==> src/usw_pkg.sv <==
package usw_pkg;

  // register byte offsets on the AXI4-Lite port
  localparam int                AXI_ADDR_W      = 8;
  localparam logic [7:0]        OFS_STATUS2     = 8'h00;
  localparam logic [7:0]        OFS_IRQ_STATUS  = 8'h04;
  localparam logic [7:0]        OFS_IRQ_MASK    = 8'h08;
  localparam logic [7:0]        OFS_CONTROL     = 8'h0c;

  // second status word layout
  localparam int                ST_W            = 16;
  localparam int                BIT_ON_BATTERY  = 0;
  localparam int                BIT_KEYPRESS    = 2;
  localparam int                BIT_SHUTDOWN    = 3;
  localparam int                BIT_ON_AC       = 5;
  localparam int                BIT_OVERLOAD    = 6;
  localparam int                BIT_FLOAT_DONE  = 7;
  localparam int                BIT_EQ_WAIT     = 8;
  localparam int                BIT_TEST_PASS   = 9;
  localparam int                BIT_SYS_DOWN    = 10;
  localparam int                BIT_LINE_RANGE  = 11;
  localparam int                BIT_DELAYED     = 12;
  localparam int                BIT_OUT_LOW     = 15;
  localparam logic [15:0]       ST_RSVD_MASK    = 16'h6012;
  // all sensed levels low means running on ac, so bit 5 starts set
  localparam logic [15:0]       ST_RESET        = 16'h0020;

  // condition pins, in this order inside the synchroniser vector
  localparam int                PIN_W           = 11;

  // interrupt status and mask layout
  localparam int                IRQ_W           = 4;
  localparam int                IRQ_LINE_LOSS   = 0;
  localparam int                IRQ_OVERLOAD    = 1;
  localparam int                IRQ_OUT_LOW     = 2;
  localparam int                IRQ_NOTICE_DONE = 3;
  localparam logic [3:0]        IRQ_RESET       = 4'h0;
  localparam logic [3:0]        MASK_RESET      = 4'h0;

  // control register
  localparam int                CTRL_NOTICE_EN  = 0;
  localparam logic [0:0]        CTRL_RESET      = 1'h1;

  localparam logic [1:0]        RESP_OKAY       = 2'h0;
  localparam logic [1:0]        RESP_SLVERR     = 2'h2;

  // serial timing: 8 ns clock, 104167 ns bit time (about 9600 baud)
  localparam int                CLK_PERIOD_NS   = 8;
  localparam int                BIT_TIME_NS     = 104167;
  localparam int                BIT_CYCLES      = BIT_TIME_NS / CLK_PERIOD_NS;

  // unsolicited notice, sent as 8N1 characters
  localparam int                MSG_LEN         = 20;
  localparam logic [4:0]        MSG_LAST        = 5'h13;

  typedef enum logic [1:0] {TX_IDLE, TX_START, TX_DATA, TX_STOP} usw_tx_type;

  function automatic logic [7:0] usw_msg_char(input logic [4:0] idx);
    logic [7:0] c;
    c = 8'h00;
    case (idx)
      5'h00: c = 8'h4c;
      5'h01: c = 8'h69;
      5'h02: c = 8'h6e;
      5'h03: c = 8'h65;
      5'h04: c = 8'h20;
      5'h05: c = 8'h4c;
      5'h06: c = 8'h6f;
      5'h07: c = 8'h73;
      5'h08: c = 8'h73;
      5'h09: c = 8'h20;
      5'h0a: c = 8'h44;
      5'h0b: c = 8'h65;
      5'h0c: c = 8'h74;
      5'h0d: c = 8'h65;
      5'h0e: c = 8'h63;
      5'h0f: c = 8'h74;
      5'h10: c = 8'h65;
      5'h11: c = 8'h64;
      5'h12: c = 8'h0d;
      5'h13: c = 8'h0a;
      default: c = 8'h00;
    endcase
    return c;
  endfunction : usw_msg_char

endpackage : usw_pkg

==> src/usw_pin_sync.sv <==
`timescale 1ns/100ps
module usw_pin_sync #(
  parameter int WIDTH = 1
) (
  input  wire logic             mclk_in,
  input  wire logic             rst_b_in,
  input  wire logic [WIDTH-1:0] pins_in,
  output logic      [WIDTH-1:0] level_out
);

  logic [WIDTH-1:0] s1;
  logic [WIDTH-1:0] s2;
  logic [WIDTH-1:0] s3;

  always_ff @(posedge mclk_in or negedge rst_b_in) begin
    if (!rst_b_in) begin
      s1 <= '0;
      s2 <= '0;
      s3 <= '0;
    end else begin
      s1 <= pins_in;
      s2 <= s1;
      s3 <= s2;
    end
  end

  // a bit moves only when stages two and three agree, which drops single-cycle glitches
  always_ff @(posedge mclk_in or negedge rst_b_in) begin
    if (!rst_b_in) begin
      level_out <= '0;
    end else begin
      level_out <= (s2 & ~(s2 ^ s3)) | (level_out & (s2 ^ s3));
    end
  end

endmodule : usw_pin_sync

==> src/usw_status_word2_reporter.sv <==
// Implementation choices: the register addresses and the AXI4-Lite register port.
`timescale 1ns/100ps
module usw_status_word2_reporter
  import usw_pkg::*;
#(
  parameter int BIT_CYC = BIT_CYCLES
) (
  input  wire logic                  mclk_in,
  input  wire logic                  rst_b_in,
  input  wire logic                  on_battery_in,
  input  wire logic                  keypress_pend_in,
  input  wire logic                  shutdown_cmd_in,
  input  wire logic                  overload_150_in,
  input  wire logic                  float_expired_in,
  input  wire logic                  equalize_wait_in,
  input  wire logic                  selftest_pass_in,
  input  wire logic                  system_down_in,
  input  wire logic                  line_out_range_in,
  input  wire logic                  delayed_event_in,
  input  wire logic                  output_low_in,
  input  wire logic [AXI_ADDR_W-1:0] s_axi_awaddr_in,
  input  wire logic                  s_axi_awvalid_in,
  output logic                       s_axi_awready_out,
  input  wire logic [31:0]           s_axi_wdata_in,
  input  wire logic [3:0]            s_axi_wstrb_in,
  input  wire logic                  s_axi_wvalid_in,
  output logic                       s_axi_wready_out,
  output logic [1:0]                 s_axi_bresp_out,
  output logic                       s_axi_bvalid_out,
  input  wire logic                  s_axi_bready_in,
  input  wire logic [AXI_ADDR_W-1:0] s_axi_araddr_in,
  input  wire logic                  s_axi_arvalid_in,
  output logic                       s_axi_arready_out,
  output logic [31:0]                s_axi_rdata_out,
  output logic [1:0]                 s_axi_rresp_out,
  output logic                       s_axi_rvalid_out,
  input  wire logic                  s_axi_rready_in,
  output logic                       irq_out,
  output logic                       uart_txd_out
);

  localparam int              CNT_W    = $clog2(BIT_CYC + 1);
  localparam logic [CNT_W-1:0] BIT_LAST = CNT_W'(BIT_CYC - 1);

  logic [PIN_W-1:0]      pins;
  logic [PIN_W-1:0]      lvl;
  logic [ST_W-1:0]       status2;
  logic [ST_W-1:0]       next_status2;
  logic [IRQ_W-1:0]      irq_stat;
  logic [IRQ_W-1:0]      irq_mask;
  logic [IRQ_W-1:0]      irq_evt;
  logic [IRQ_W-1:0]      irq_clr;
  logic                  notice_en;
  logic                  batt_q;
  logic                  ovl_q;
  logic                  low_q;
  logic                  loss_evt;
  logic                  notice_pend;
  logic                  notice_go;
  logic                  notice_done;
  usw_tx_type            tx_state;
  logic [CNT_W-1:0]      baud_cnt;
  logic                  bit_tick;
  logic [4:0]            chr_idx;
  logic [2:0]            bit_idx;
  logic [7:0]            tx_byte;
  logic [AXI_ADDR_W-1:0] wr_addr;
  logic [31:0]           wr_data;
  logic                  wr_strb0;
  logic                  wr_go;
  logic                  wr_hit;

  // sensing circuits are asynchronous to the core clock
  assign pins = {output_low_in, delayed_event_in, line_out_range_in, system_down_in, selftest_pass_in,
                 equalize_wait_in, float_expired_in, overload_150_in, shutdown_cmd_in, keypress_pend_in,
                 on_battery_in};

  usw_pin_sync #(
    .WIDTH     (PIN_W)
  ) u_pin_sync (
    .mclk_in   (mclk_in),
    .rst_b_in  (rst_b_in),
    .pins_in   (pins),
    .level_out (lvl)
  );

  always_comb begin
    next_status2                 = '0;
    next_status2[BIT_ON_BATTERY] = lvl[0];
    next_status2[BIT_KEYPRESS]   = lvl[1];
    next_status2[BIT_SHUTDOWN]   = lvl[2];
    next_status2[BIT_ON_AC]      = ~lvl[0];
    next_status2[BIT_OVERLOAD]   = lvl[3];
    next_status2[BIT_FLOAT_DONE] = lvl[4];
    next_status2[BIT_EQ_WAIT]    = lvl[5];
    next_status2[BIT_TEST_PASS]  = lvl[6];
    next_status2[BIT_SYS_DOWN]   = lvl[7];
    next_status2[BIT_LINE_RANGE] = lvl[8];
    next_status2[BIT_DELAYED]    = lvl[9];
    next_status2[BIT_OUT_LOW]    = lvl[10];
  end

  always_ff @(posedge mclk_in or negedge rst_b_in) begin
    if (!rst_b_in) begin
      status2 <= ST_RESET;
    end else begin
      status2 <= next_status2;
    end
  end

  // edge history for the interrupt events and the line loss notice
  always_ff @(posedge mclk_in or negedge rst_b_in) begin
    if (!rst_b_in) begin
      batt_q <= 1'b0;
      ovl_q  <= 1'b0;
      low_q  <= 1'b0;
    end else begin
      batt_q <= lvl[0];
      ovl_q  <= lvl[3];
      low_q  <= lvl[10];
    end
  end

  assign loss_evt = lvl[0] & ~batt_q;
  always_comb begin
    irq_evt                  = '0;
    irq_evt[IRQ_LINE_LOSS]   = loss_evt;
    irq_evt[IRQ_OVERLOAD]    = lvl[3] & ~ovl_q;
    irq_evt[IRQ_OUT_LOW]     = lvl[10] & ~low_q;
    irq_evt[IRQ_NOTICE_DONE] = notice_done;
  end

  // line loss notice transmitter
  assign notice_go   = (tx_state == TX_IDLE) && notice_pend && notice_en;
  assign bit_tick    = (tx_state != TX_IDLE) && (baud_cnt == BIT_LAST);
  assign notice_done = bit_tick && (tx_state == TX_STOP) && (chr_idx == MSG_LAST);

  // a loss seen while the notice is still going out queues one more copy
  always_ff @(posedge mclk_in or negedge rst_b_in) begin
    if (!rst_b_in) begin
      notice_pend <= 1'b0;
    end else begin
      notice_pend <= (loss_evt & notice_en) | (notice_pend & ~notice_go);
    end
  end

  always_ff @(posedge mclk_in or negedge rst_b_in) begin
    if (!rst_b_in) begin
      baud_cnt <= '0;
    end else if (tx_state == TX_IDLE || bit_tick) begin
      baud_cnt <= '0;
    end else begin
      baud_cnt <= baud_cnt + 1'b1;
    end
  end

  always_ff @(posedge mclk_in or negedge rst_b_in) begin
    if (!rst_b_in) begin
      tx_state <= TX_IDLE;
      chr_idx  <= '0;
      bit_idx  <= '0;
      tx_byte  <= '0;
    end else begin
      case (tx_state)
        TX_IDLE: begin
          if (notice_go) begin
            tx_state <= TX_START;
            chr_idx  <= '0;
            tx_byte  <= usw_msg_char(5'h00);
          end
        end
        TX_START: begin
          if (bit_tick) begin
            tx_state <= TX_DATA;
            bit_idx  <= '0;
          end
        end
        TX_DATA: begin
          if (bit_tick) begin
            bit_idx <= bit_idx + 1'b1;
            if (bit_idx == 3'h7) begin
              tx_state <= TX_STOP;
            end
          end
        end
        TX_STOP: begin
          if (bit_tick) begin
            if (chr_idx == MSG_LAST) begin
              tx_state <= TX_IDLE;
            end else begin
              tx_state <= TX_START;
              chr_idx  <= chr_idx + 1'b1;
              tx_byte  <= usw_msg_char(chr_idx + 1'b1);
            end
          end
        end
        default: tx_state <= TX_IDLE;
      endcase
    end
  end

  // lsb first, line idles high
  always_ff @(posedge mclk_in or negedge rst_b_in) begin
    if (!rst_b_in) begin
      uart_txd_out <= 1'b1;
    end else begin
      case (tx_state)
        TX_START: uart_txd_out <= 1'b0;
        TX_DATA:  uart_txd_out <= tx_byte[bit_idx];
        default:  uart_txd_out <= 1'b1;
      endcase
    end
  end

  // address and data are taken in either order; the write acts one cycle after both are held
  assign wr_go  = !s_axi_awready_out && !s_axi_wready_out && !s_axi_bvalid_out;
  assign wr_hit = (wr_addr[7:2] == OFS_STATUS2[7:2]) || (wr_addr[7:2] == OFS_IRQ_STATUS[7:2]) ||
                  (wr_addr[7:2] == OFS_IRQ_MASK[7:2]) || (wr_addr[7:2] == OFS_CONTROL[7:2]);

  always_ff @(posedge mclk_in or negedge rst_b_in) begin
    if (!rst_b_in) begin
      s_axi_awready_out <= 1'b1;
      wr_addr           <= '0;
    end else if (s_axi_awvalid_in && s_axi_awready_out) begin
      s_axi_awready_out <= 1'b0;
      wr_addr           <= s_axi_awaddr_in;
    end else if (s_axi_bvalid_out && s_axi_bready_in) begin
      s_axi_awready_out <= 1'b1;
    end
  end

  always_ff @(posedge mclk_in or negedge rst_b_in) begin
    if (!rst_b_in) begin
      s_axi_wready_out <= 1'b1;
      wr_data          <= '0;
      wr_strb0         <= 1'b0;
    end else if (s_axi_wvalid_in && s_axi_wready_out) begin
      s_axi_wready_out <= 1'b0;
      wr_data          <= s_axi_wdata_in;
      wr_strb0         <= s_axi_wstrb_in[0];
    end else if (s_axi_bvalid_out && s_axi_bready_in) begin
      s_axi_wready_out <= 1'b1;
    end
  end

  always_ff @(posedge mclk_in or negedge rst_b_in) begin
    if (!rst_b_in) begin
      s_axi_bvalid_out <= 1'b0;
      s_axi_bresp_out  <= RESP_OKAY;
    end else if (wr_go) begin
      s_axi_bvalid_out <= 1'b1;
      s_axi_bresp_out  <= wr_hit ? RESP_OKAY : RESP_SLVERR;
    end else if (s_axi_bvalid_out && s_axi_bready_in) begin
      s_axi_bvalid_out <= 1'b0;
    end
  end

  // writes to the status word are accepted and ignored: it follows the sensed levels only
  assign irq_clr = (wr_go && wr_strb0 && wr_addr[7:2] == OFS_IRQ_STATUS[7:2]) ? wr_data[IRQ_W-1:0] : '0;

  always_ff @(posedge mclk_in or negedge rst_b_in) begin
    if (!rst_b_in) begin
      irq_mask  <= MASK_RESET;
      notice_en <= CTRL_RESET[0];
    end else if (wr_go && wr_strb0) begin
      if (wr_addr[7:2] == OFS_IRQ_MASK[7:2]) begin
        irq_mask <= wr_data[IRQ_W-1:0];
      end
      if (wr_addr[7:2] == OFS_CONTROL[7:2]) begin
        notice_en <= wr_data[CTRL_NOTICE_EN];
      end
    end
  end

  // an event in the cycle of its clear still sets the flag
  always_ff @(posedge mclk_in or negedge rst_b_in) begin
    if (!rst_b_in) begin
      irq_stat <= IRQ_RESET;
    end else begin
      irq_stat <= (irq_stat & ~irq_clr) | irq_evt;
    end
  end

  always_ff @(posedge mclk_in or negedge rst_b_in) begin
    if (!rst_b_in) begin
      irq_out <= 1'b0;
    end else begin
      irq_out <= |(irq_stat & irq_mask);
    end
  end

  always_ff @(posedge mclk_in or negedge rst_b_in) begin
    if (!rst_b_in) begin
      s_axi_arready_out <= 1'b1;
      s_axi_rvalid_out  <= 1'b0;
      s_axi_rdata_out   <= '0;
      s_axi_rresp_out   <= RESP_OKAY;
    end else if (s_axi_arvalid_in && s_axi_arready_out) begin
      s_axi_arready_out <= 1'b0;
      s_axi_rvalid_out  <= 1'b1;
      s_axi_rresp_out   <= RESP_OKAY;
      case (s_axi_araddr_in[7:2])
        OFS_STATUS2[7:2]:    s_axi_rdata_out <= {16'h0000, status2};
        OFS_IRQ_STATUS[7:2]: s_axi_rdata_out <= {28'h0000000, irq_stat};
        OFS_IRQ_MASK[7:2]:   s_axi_rdata_out <= {28'h0000000, irq_mask};
        OFS_CONTROL[7:2]:    s_axi_rdata_out <= {31'h00000000, notice_en};
        default: begin
          s_axi_rdata_out <= '0;
          s_axi_rresp_out <= RESP_SLVERR;
        end
      endcase
    end else if (s_axi_rvalid_out && s_axi_rready_in) begin
      s_axi_rvalid_out  <= 1'b0;
      s_axi_arready_out <= 1'b1;
    end
  end
endmodule : usw_status_word2_reporter

==> config.mk <==
export PLATFORM = sky130hd
export DESIGN_NAME = usw_status_word2_reporter
export DESIGN_NICKNAME = d
export VERILOG_FILES = /design/src/usw_pkg.sv /design/src/usw_pin_sync.sv /design/src/usw_status_word2_reporter.sv
export SDC_FILE = /design/constraint.sdc
export NUM_CORES = 1
export LEC_CHECK = 0
export ABC_AREA = 1
export BUFFER_PORTS_ARGS = -buffer_cell sky130_fd_sc_hd__buf_2
export CORE_MARGIN = 2
export CORE_UTILIZATION = 35
export CTS_BUF_LIST = sky130_fd_sc_hd__clkbuf_2 sky130_fd_sc_hd__clkbuf_4 sky130_fd_sc_hd__clkbuf_8
export DETAILED_ROUTE_END_ITERATION = 8
export GPL_TIMING_DRIVEN = 0
export HOLD_SLACK_MARGIN = 0.03
export PLACE_DENSITY_LB_ADDON = 0.12
export SLEW_MARGIN = 25
export SYNTH_ARGS = -nofsm -noshare
export SYNTH_HDL_FRONTEND = slang
export SYNTH_SLANG_ARGS = --single-unit
==> constraint.sdc <==
create_clock -name mclk_in -period 3.79 [get_ports mclk_in]
set_clock_uncertainty 0.05 [all_clocks]
set_input_delay 0.1895 -clock mclk_in [delete_from_list [all_inputs] [get_ports mclk_in]]
set_output_delay 0.1895 -clock mclk_in [all_outputs]
set_load 0.03 [all_outputs]
Yosys cells after proc, flatten, opt, wreduce, memory -nomap -nowiden
Memory sizes are Yosys's and may differ from the RTL's.
Index checks and enable logic that the tools add are counted.
{ "totals": {"inputBits": 70, "rom_bits": 224, "latch_bits": 0, "register_bits": 157, "wordCells": 146, "memories": 1, "output_inout_bits": 43, "mem_bits_rw": 0} }
{ "op_classes": {"mul": 0, "eq_ne": 18, "n_lt_le_gt_ge": 1, "n_bitwise": 20, "reduce_logical": 38, "mux": 35, "add_sub_neg": 3, "shifts": 0, "div": 0} }
{ "mem_list": {"columns": ["memory", "depth", "width", "rd", "rd_ports_with_merged_regs", "wr", "line", "text"], "rows": [
  ["(name not given)", 32, 7, 1, 0, 0, "usw_pkg.sv:61", "case (idx)"]
]} }
{ "ops": {"columns": ["cell", "count"], "rows": [
  ["$pmux 16 s4", 1],
  ["$eq 6x2->1 const B", 4],
  ["$mux 8", 3],
  ["$and 11x11->11", 2],
  ["$pmux 8 s2", 1],
  ["$mux 5", 3],
  ["$add 14x1->14 const B", 1],
  ["$eq 14x14->1 const B", 1],
  ["$logic_and 1x1->1", 14],
  ["$mux 14", 1],
  ["$mux 2", 7],
  ["$reduce_bool 2->1", 7],
  ["$eq 6x1->1 const B", 2],
  ["$logic_not 6->1", 2],
  ["$ne 2x2->1 const B", 6],
  ["$mux 1", 11],
  ["$not 11->11", 1],
  ["$or 11x11->11", 1],
  ["$xor 11x11->11", 1],
  ["$pmux 5 s2", 1],
  ["$and 4x4->4", 2],
  ["$pmux 2 s4", 1],
  ["$reduce_or 4->1", 2],
  ["$mux 3", 2],
  ["other kinds (23)", 38]
]} }

Longest topological paths before layout
{ "depth": {"depth_word": 9, "mapped_depth": 11, "depth_no_buf": 11} }

Cells and area by module
From an unflattened synthesis, not the netlist that was laid out.
{ "hier_totals": {"hier_cells": 608, "hier_area_um2": 5586.6} }
{ "by_module_without_submodules": {"columns": ["mod", "cells_per_inst", "area_per_inst_um2", "instances", "seq_area_each_um2"], "rows": [
  ["usw_status_word2_reporter", 520, 4306.6, 1, 2159.6],
  ["usw_pin_sync", 88, 1280.0, 1, 1101.1]
]} }

Worst setup path before layout
No wires, ideal clock.
{ "synth_timing": {"kind": "register -> register", "from": "register chr_idx[0]", "to": "register tx_byte[0]", "path_slack_ps": 1966, "arrival_ps": 1657, "setup_ps": 117, "n_path_buf": 1, "required_ps": 3623, "path_stages_with_launch": 11, "path_cell_list": "dfrtp_1 ha_1 ha_1 buf_2 nand2_1 o21ai_0 nand2_1 nand2_1 nand2_1 nand3_1 nand2_1"} }
{ "synth_between": {"elab_chain_len": 5} }
{ "synth_rtl": {"columns": ["item", "line", "text"], "rows": [
  ["from (decl)", "usw_status_word2_reporter.sv:64", "logic [4:0] chr_idx;"],
  ["from (signal assigned)", "usw_status_word2_reporter.sv:192", "chr_idx <= chr_idx + 1'b1;"],
  ["$add 5x1->5", "usw_status_word2_reporter.sv:193", "tx_byte <= usw_msg_char(chr_idx + 1'b1);"],
  ["$mem_v2 32x7", null, null],
  ["$mux 8", "usw_status_word2_reporter.sv:188", "if (chr_idx == MSG_LAST) begin"],
  ["$mux 8", "usw_status_word2_reporter.sv:187", "if (bit_tick) begin"],
  ["$pmux 8 s2", "usw_status_word2_reporter.sv:164", "case (tx_state)"],
  ["to (signal assigned)", "usw_status_word2_reporter.sv:169", "tx_byte <= usw_msg_char(5'h00);"],
  ["to (signal assigned)", "usw_status_word2_reporter.sv:193", null],
  ["to (decl)", "usw_status_word2_reporter.sv:66", "logic [7:0] tx_byte;"]
]} }
Several ways; a longest one is shown, not always the timed one. The select of a mux whose other input is x is not followed.
A chain may end at the register's enable or synchronous reset.

Worst setup path in the final report
Same ends and word-level chain as after synthesis.

==> results.py <==
metrics = {
    "logic_synthesis": {
        "ys_types": 36,
        "netlist_instances": 587,
        "seq_area_frac_synth_pct": 58.84,
        "syn_avg_cell_area_um2": 9.440,
        "ys.flop_type": "dfrtp_1",
        "ys_top_cells_by_area": "dfrtp_1 (56%), nand2_1 (11%), inv_1 (4.1%)",
        "synth_top_area_share_pct": 55.99,
        "synth_edf_count": 0,
        "syn-cell-area_um2": 5542,
        "async_flop_share_pct": 100.0,
        "ys_warn_count": 0,
        "post-synth-top-area-cell": "dfrtp_1",
        "ys_seq_elements": 130,
    },
    "route": {
        "num_vias": 4110,
        "dr.pass1.iters": 4,
        "via_per_inst": 4.410,
        "wl_um": 10720,
        "drc": 0,
        "ant_nets": 0,
        "wl_per_cell_um": 11.50,
        "drtIter0Drc": 217,
    },
    "setup_path": {
        "r2r_setup_slack_ps": 1700,
        "timing_worst_setup_path_type": "register to register",
        "crit_top_cell": "nand2_1",
        "path_max_fanout": 10,
        "worstRegToRegCells": 10,
        "cp_num_buf_inv": 1,
        "reg2reg_from": "chr_idx[0]$_DFFE_PN0P_",
        "crit_required_ps": 4070,
        "path_cells": "ha_1 -> ha_1 -> buf_2 -> nand2_1 -> o21ai_0 -> nand2_1 -> nand2_1 -> nand2_1 -> nand3_1 -> nand2_1",
        "arrival_ps": 2370,
        "cp-start-kind": "register",
        "setup.worst_path.end_class": "register",
        "cp_slowest_cell": "dfrtp_1",
        "crit_path_max_incr_delay_ps": 490,
        "rr_endpoint": "tx_byte[0]$_DFFE_PN0P_",
        "path_delay_family": "adder cells",
    },
    "placed_design": {
        "port_buffers": 56,
        "gp_congestion": 0.8409,
        "hpwl_um": 7538,
        "place_ws_ps": 1718,
        "dpl_cell_area_um2": 6198,
    },
    "timing": {
        "layout_min_cycle_time_ps": 2093,
        "fin_ws_ps": 1697,
        "hold_slack_ps": 93.00,
        "timing.fmax_ghz": 0.4778,
        "finalHoldViolCount": 0,
        "final_max_slew_viol_count": 0,
        "setup_viol": 0,
        "fin_tns_setup_ps": 0,
        "grt_setup_unrepaired": "no",
        "period_share_pct": 55.23,
    },
    "power_and_ir_drop": {
        "power.leakage_nw": 3.426,
        "total_power_mw": 3.789,
        "p_per_area_nw_per_um2": 550.8,
        "peakVddDrop_mv": 0.2235,
    },
    "layout": {
        "layout.nets": 793,
        "design_area_um2": 6879,
        "final.fill_count": 1542,
        "drive_gt1_share_pct": 18.72,
        "diodes": 0,
        "seq_area_um2": 3261,
        "multiInputGateArea_um2": 1918,
        "syn_to_final_growth_pct": 24.14,
        "layout_commonest_cell": "nand2_1",
        "layout_common_cells": "nand2_1 (156), dfrtp_1 (124), inv_1 (61)",
    },
    "run_status": {
        "status": "finished clean",
    },
    "job": {
        "drv_cap": 0,
    },
    "clocking": {
        "clkSinkCount": 130,
        "cts_buffer_depth": 2,
        "numCtsBuffers": 17,
        "holdBufCountCts": 26,
        "cts_setup_buffers": 0,
        "cts-root-buf": "clkbuf_8",
        "ctsResizeCount": 0,
        "clk_pin_slew_ps": 80,
        "cts_max_level": 4,
        "clock_latency_ps": 430,
        "tritoncts": "built",
    },
    "floorplan": {
        "num_io_pins": 113,
        "floorplan.die.width_um": 129.8,
        "design.core.area_um2": 15310,
        "fp.dieH_um": 129.8,
        "rows": 45,
        "dieArea_um2": 16860,
        "initial_core_util_pct": 36.18,
    },
    "worst_hold_path": {
        "min_to": "s_axi_rresp_out[1]$_DFFE_PN0P_",
        "hold_class": "primary input to register",
        "hold-path-cell-count": 5,
        "min-delay-start": "s_axi_araddr_in[4]",
    },
    "grt": {
        "grt_pass1_wl_um": 18400,
        "grt_pass1_vias": 4041,
        "grt_overflow": 0,
        "track_usage_pct": 13.91,
        "antenna_found_initial": 0,
        "grt_max_degree": 72,
    },
}
area by class of cell:
| type | count | share of cell area (%) |
|---|---|---|
| Buffer | 30 | 2.983 |
| Clock buffer | 19 | 3.801 |
| Clock inverter | 12 | 2.310 |
| Inverter | 62 | 3.383 |
| Multi-Input combinational cell | 385 | 27.88 |
| Sequential cell | 130 | 47.40 |
| Tap cell | 211 | 3.838 |
| Timing Repair Buffer | 83 | 8.403 |
synthesized netlist by cell type, types with 2 or more instances:
library cell and count:
nand2_1 156, mux2_2 5, nor2_2 2, nand2_2 2, maj3_1 11, ha_1 14
a31oi_1 2, nand3_1 34, buf_4 21, inv_1 61, o21ai_0 43, nor2_4 2
nor2_1 46, clkbuf_1 3, buf_2 5, o211ai_1 2, nor3_1 9, nand4_1 11
a21oi_1 10, dfstp_2 6, dfrtp_1 124, xor2_1 4
worst min-delay path, delay by kind of cell:
kind | cells | cell delay [ps]
AND/OR/NAND/NOR | 2 | 160
AO/OA/AOI/OAI | 1 | 80
buffers and inverters | 2 | 120
registers in the layout (all words and copies together), names as in the netlist, 5 cells and up, named ones only:
name             cells
baud_cnt            14
u_pin_sync.s2       11
chr_idx              5
u_pin_sync.s3       11
s_axi_rdata_out     13
wr_addr              6
status2             12
u_pin_sync.s1       11
tx_byte              7
worst max path at each step:
stage,to,start,cells past startpoint
after floorplan,tx_byte[0]$_DFFE_PN0P_,chr_idx[0]$_DFFE_PN0P_,10
after global placement,status2[8]$_DFF_PN0_,rst_b_in,1
after CTS,tx_byte[0]$_DFFE_PN0P_,chr_idx[0]$_DFFE_PN0P_,10
after detailed placement,tx_byte[0]$_DFFE_PN0P_,chr_idx[0]$_DFFE_PN0P_,10
final,tx_byte[0]$_DFFE_PN0P_,chr_idx[0]$_DFFE_PN0P_,10
after global routing,tx_byte[6]$_DFFE_PN0P_,chr_idx[0]$_DFFE_PN0P_,10
cells by family (layout without fill, tap and decap cells):
kind of cell / after synthesis / in the layout / synth area share [%]
flops: 130 / 130 / 58.84
buf+inv: 92 / 206 / 7.902
other cells: 1 / 21 / 0.06767
compound gates: 64 / 64 / 6.209
xor+xnor: 4 / 4 / 0.6321
fa+ha+maj: 25 / 25 / 5.148
simple gates: 266 / 266 / 20.19
mux: 5 / 5 / 1.016
per-layer routing:
layer | vias to the layer above | global-route usage [%] | wire length [µm]
met4 | 0 | 4.934 | 156
met2 | 80 | 21.13 | 4802
met3 | 11 | 4.551 | 428
li1 | 2083 | - | -
met5 | - | 0 | 0
met1 | 1936 | 18.78 | 5331
where the power goes:
part	internal (mW)	leakage (nW)	switching, mW	total (mW)
logic	0.288	1.64	0.531	0.819
registers	1.62	1.59	0.125	1.75
clock network	0.682	0.196	0.539	1.22
total	2.59	3.43	1.19	3.79
stage by stage:
stage          utilization (%)  cells
6_report                 44.92    932
3_3_place_gp             40.23    874
2_1_floorplan                -    607
3_5_place_dp             40.47    875
4_1_cts                  44.92    932
5_1_grt                  44.92    932
No activity file was read; power rests on OpenSTA's default activity.
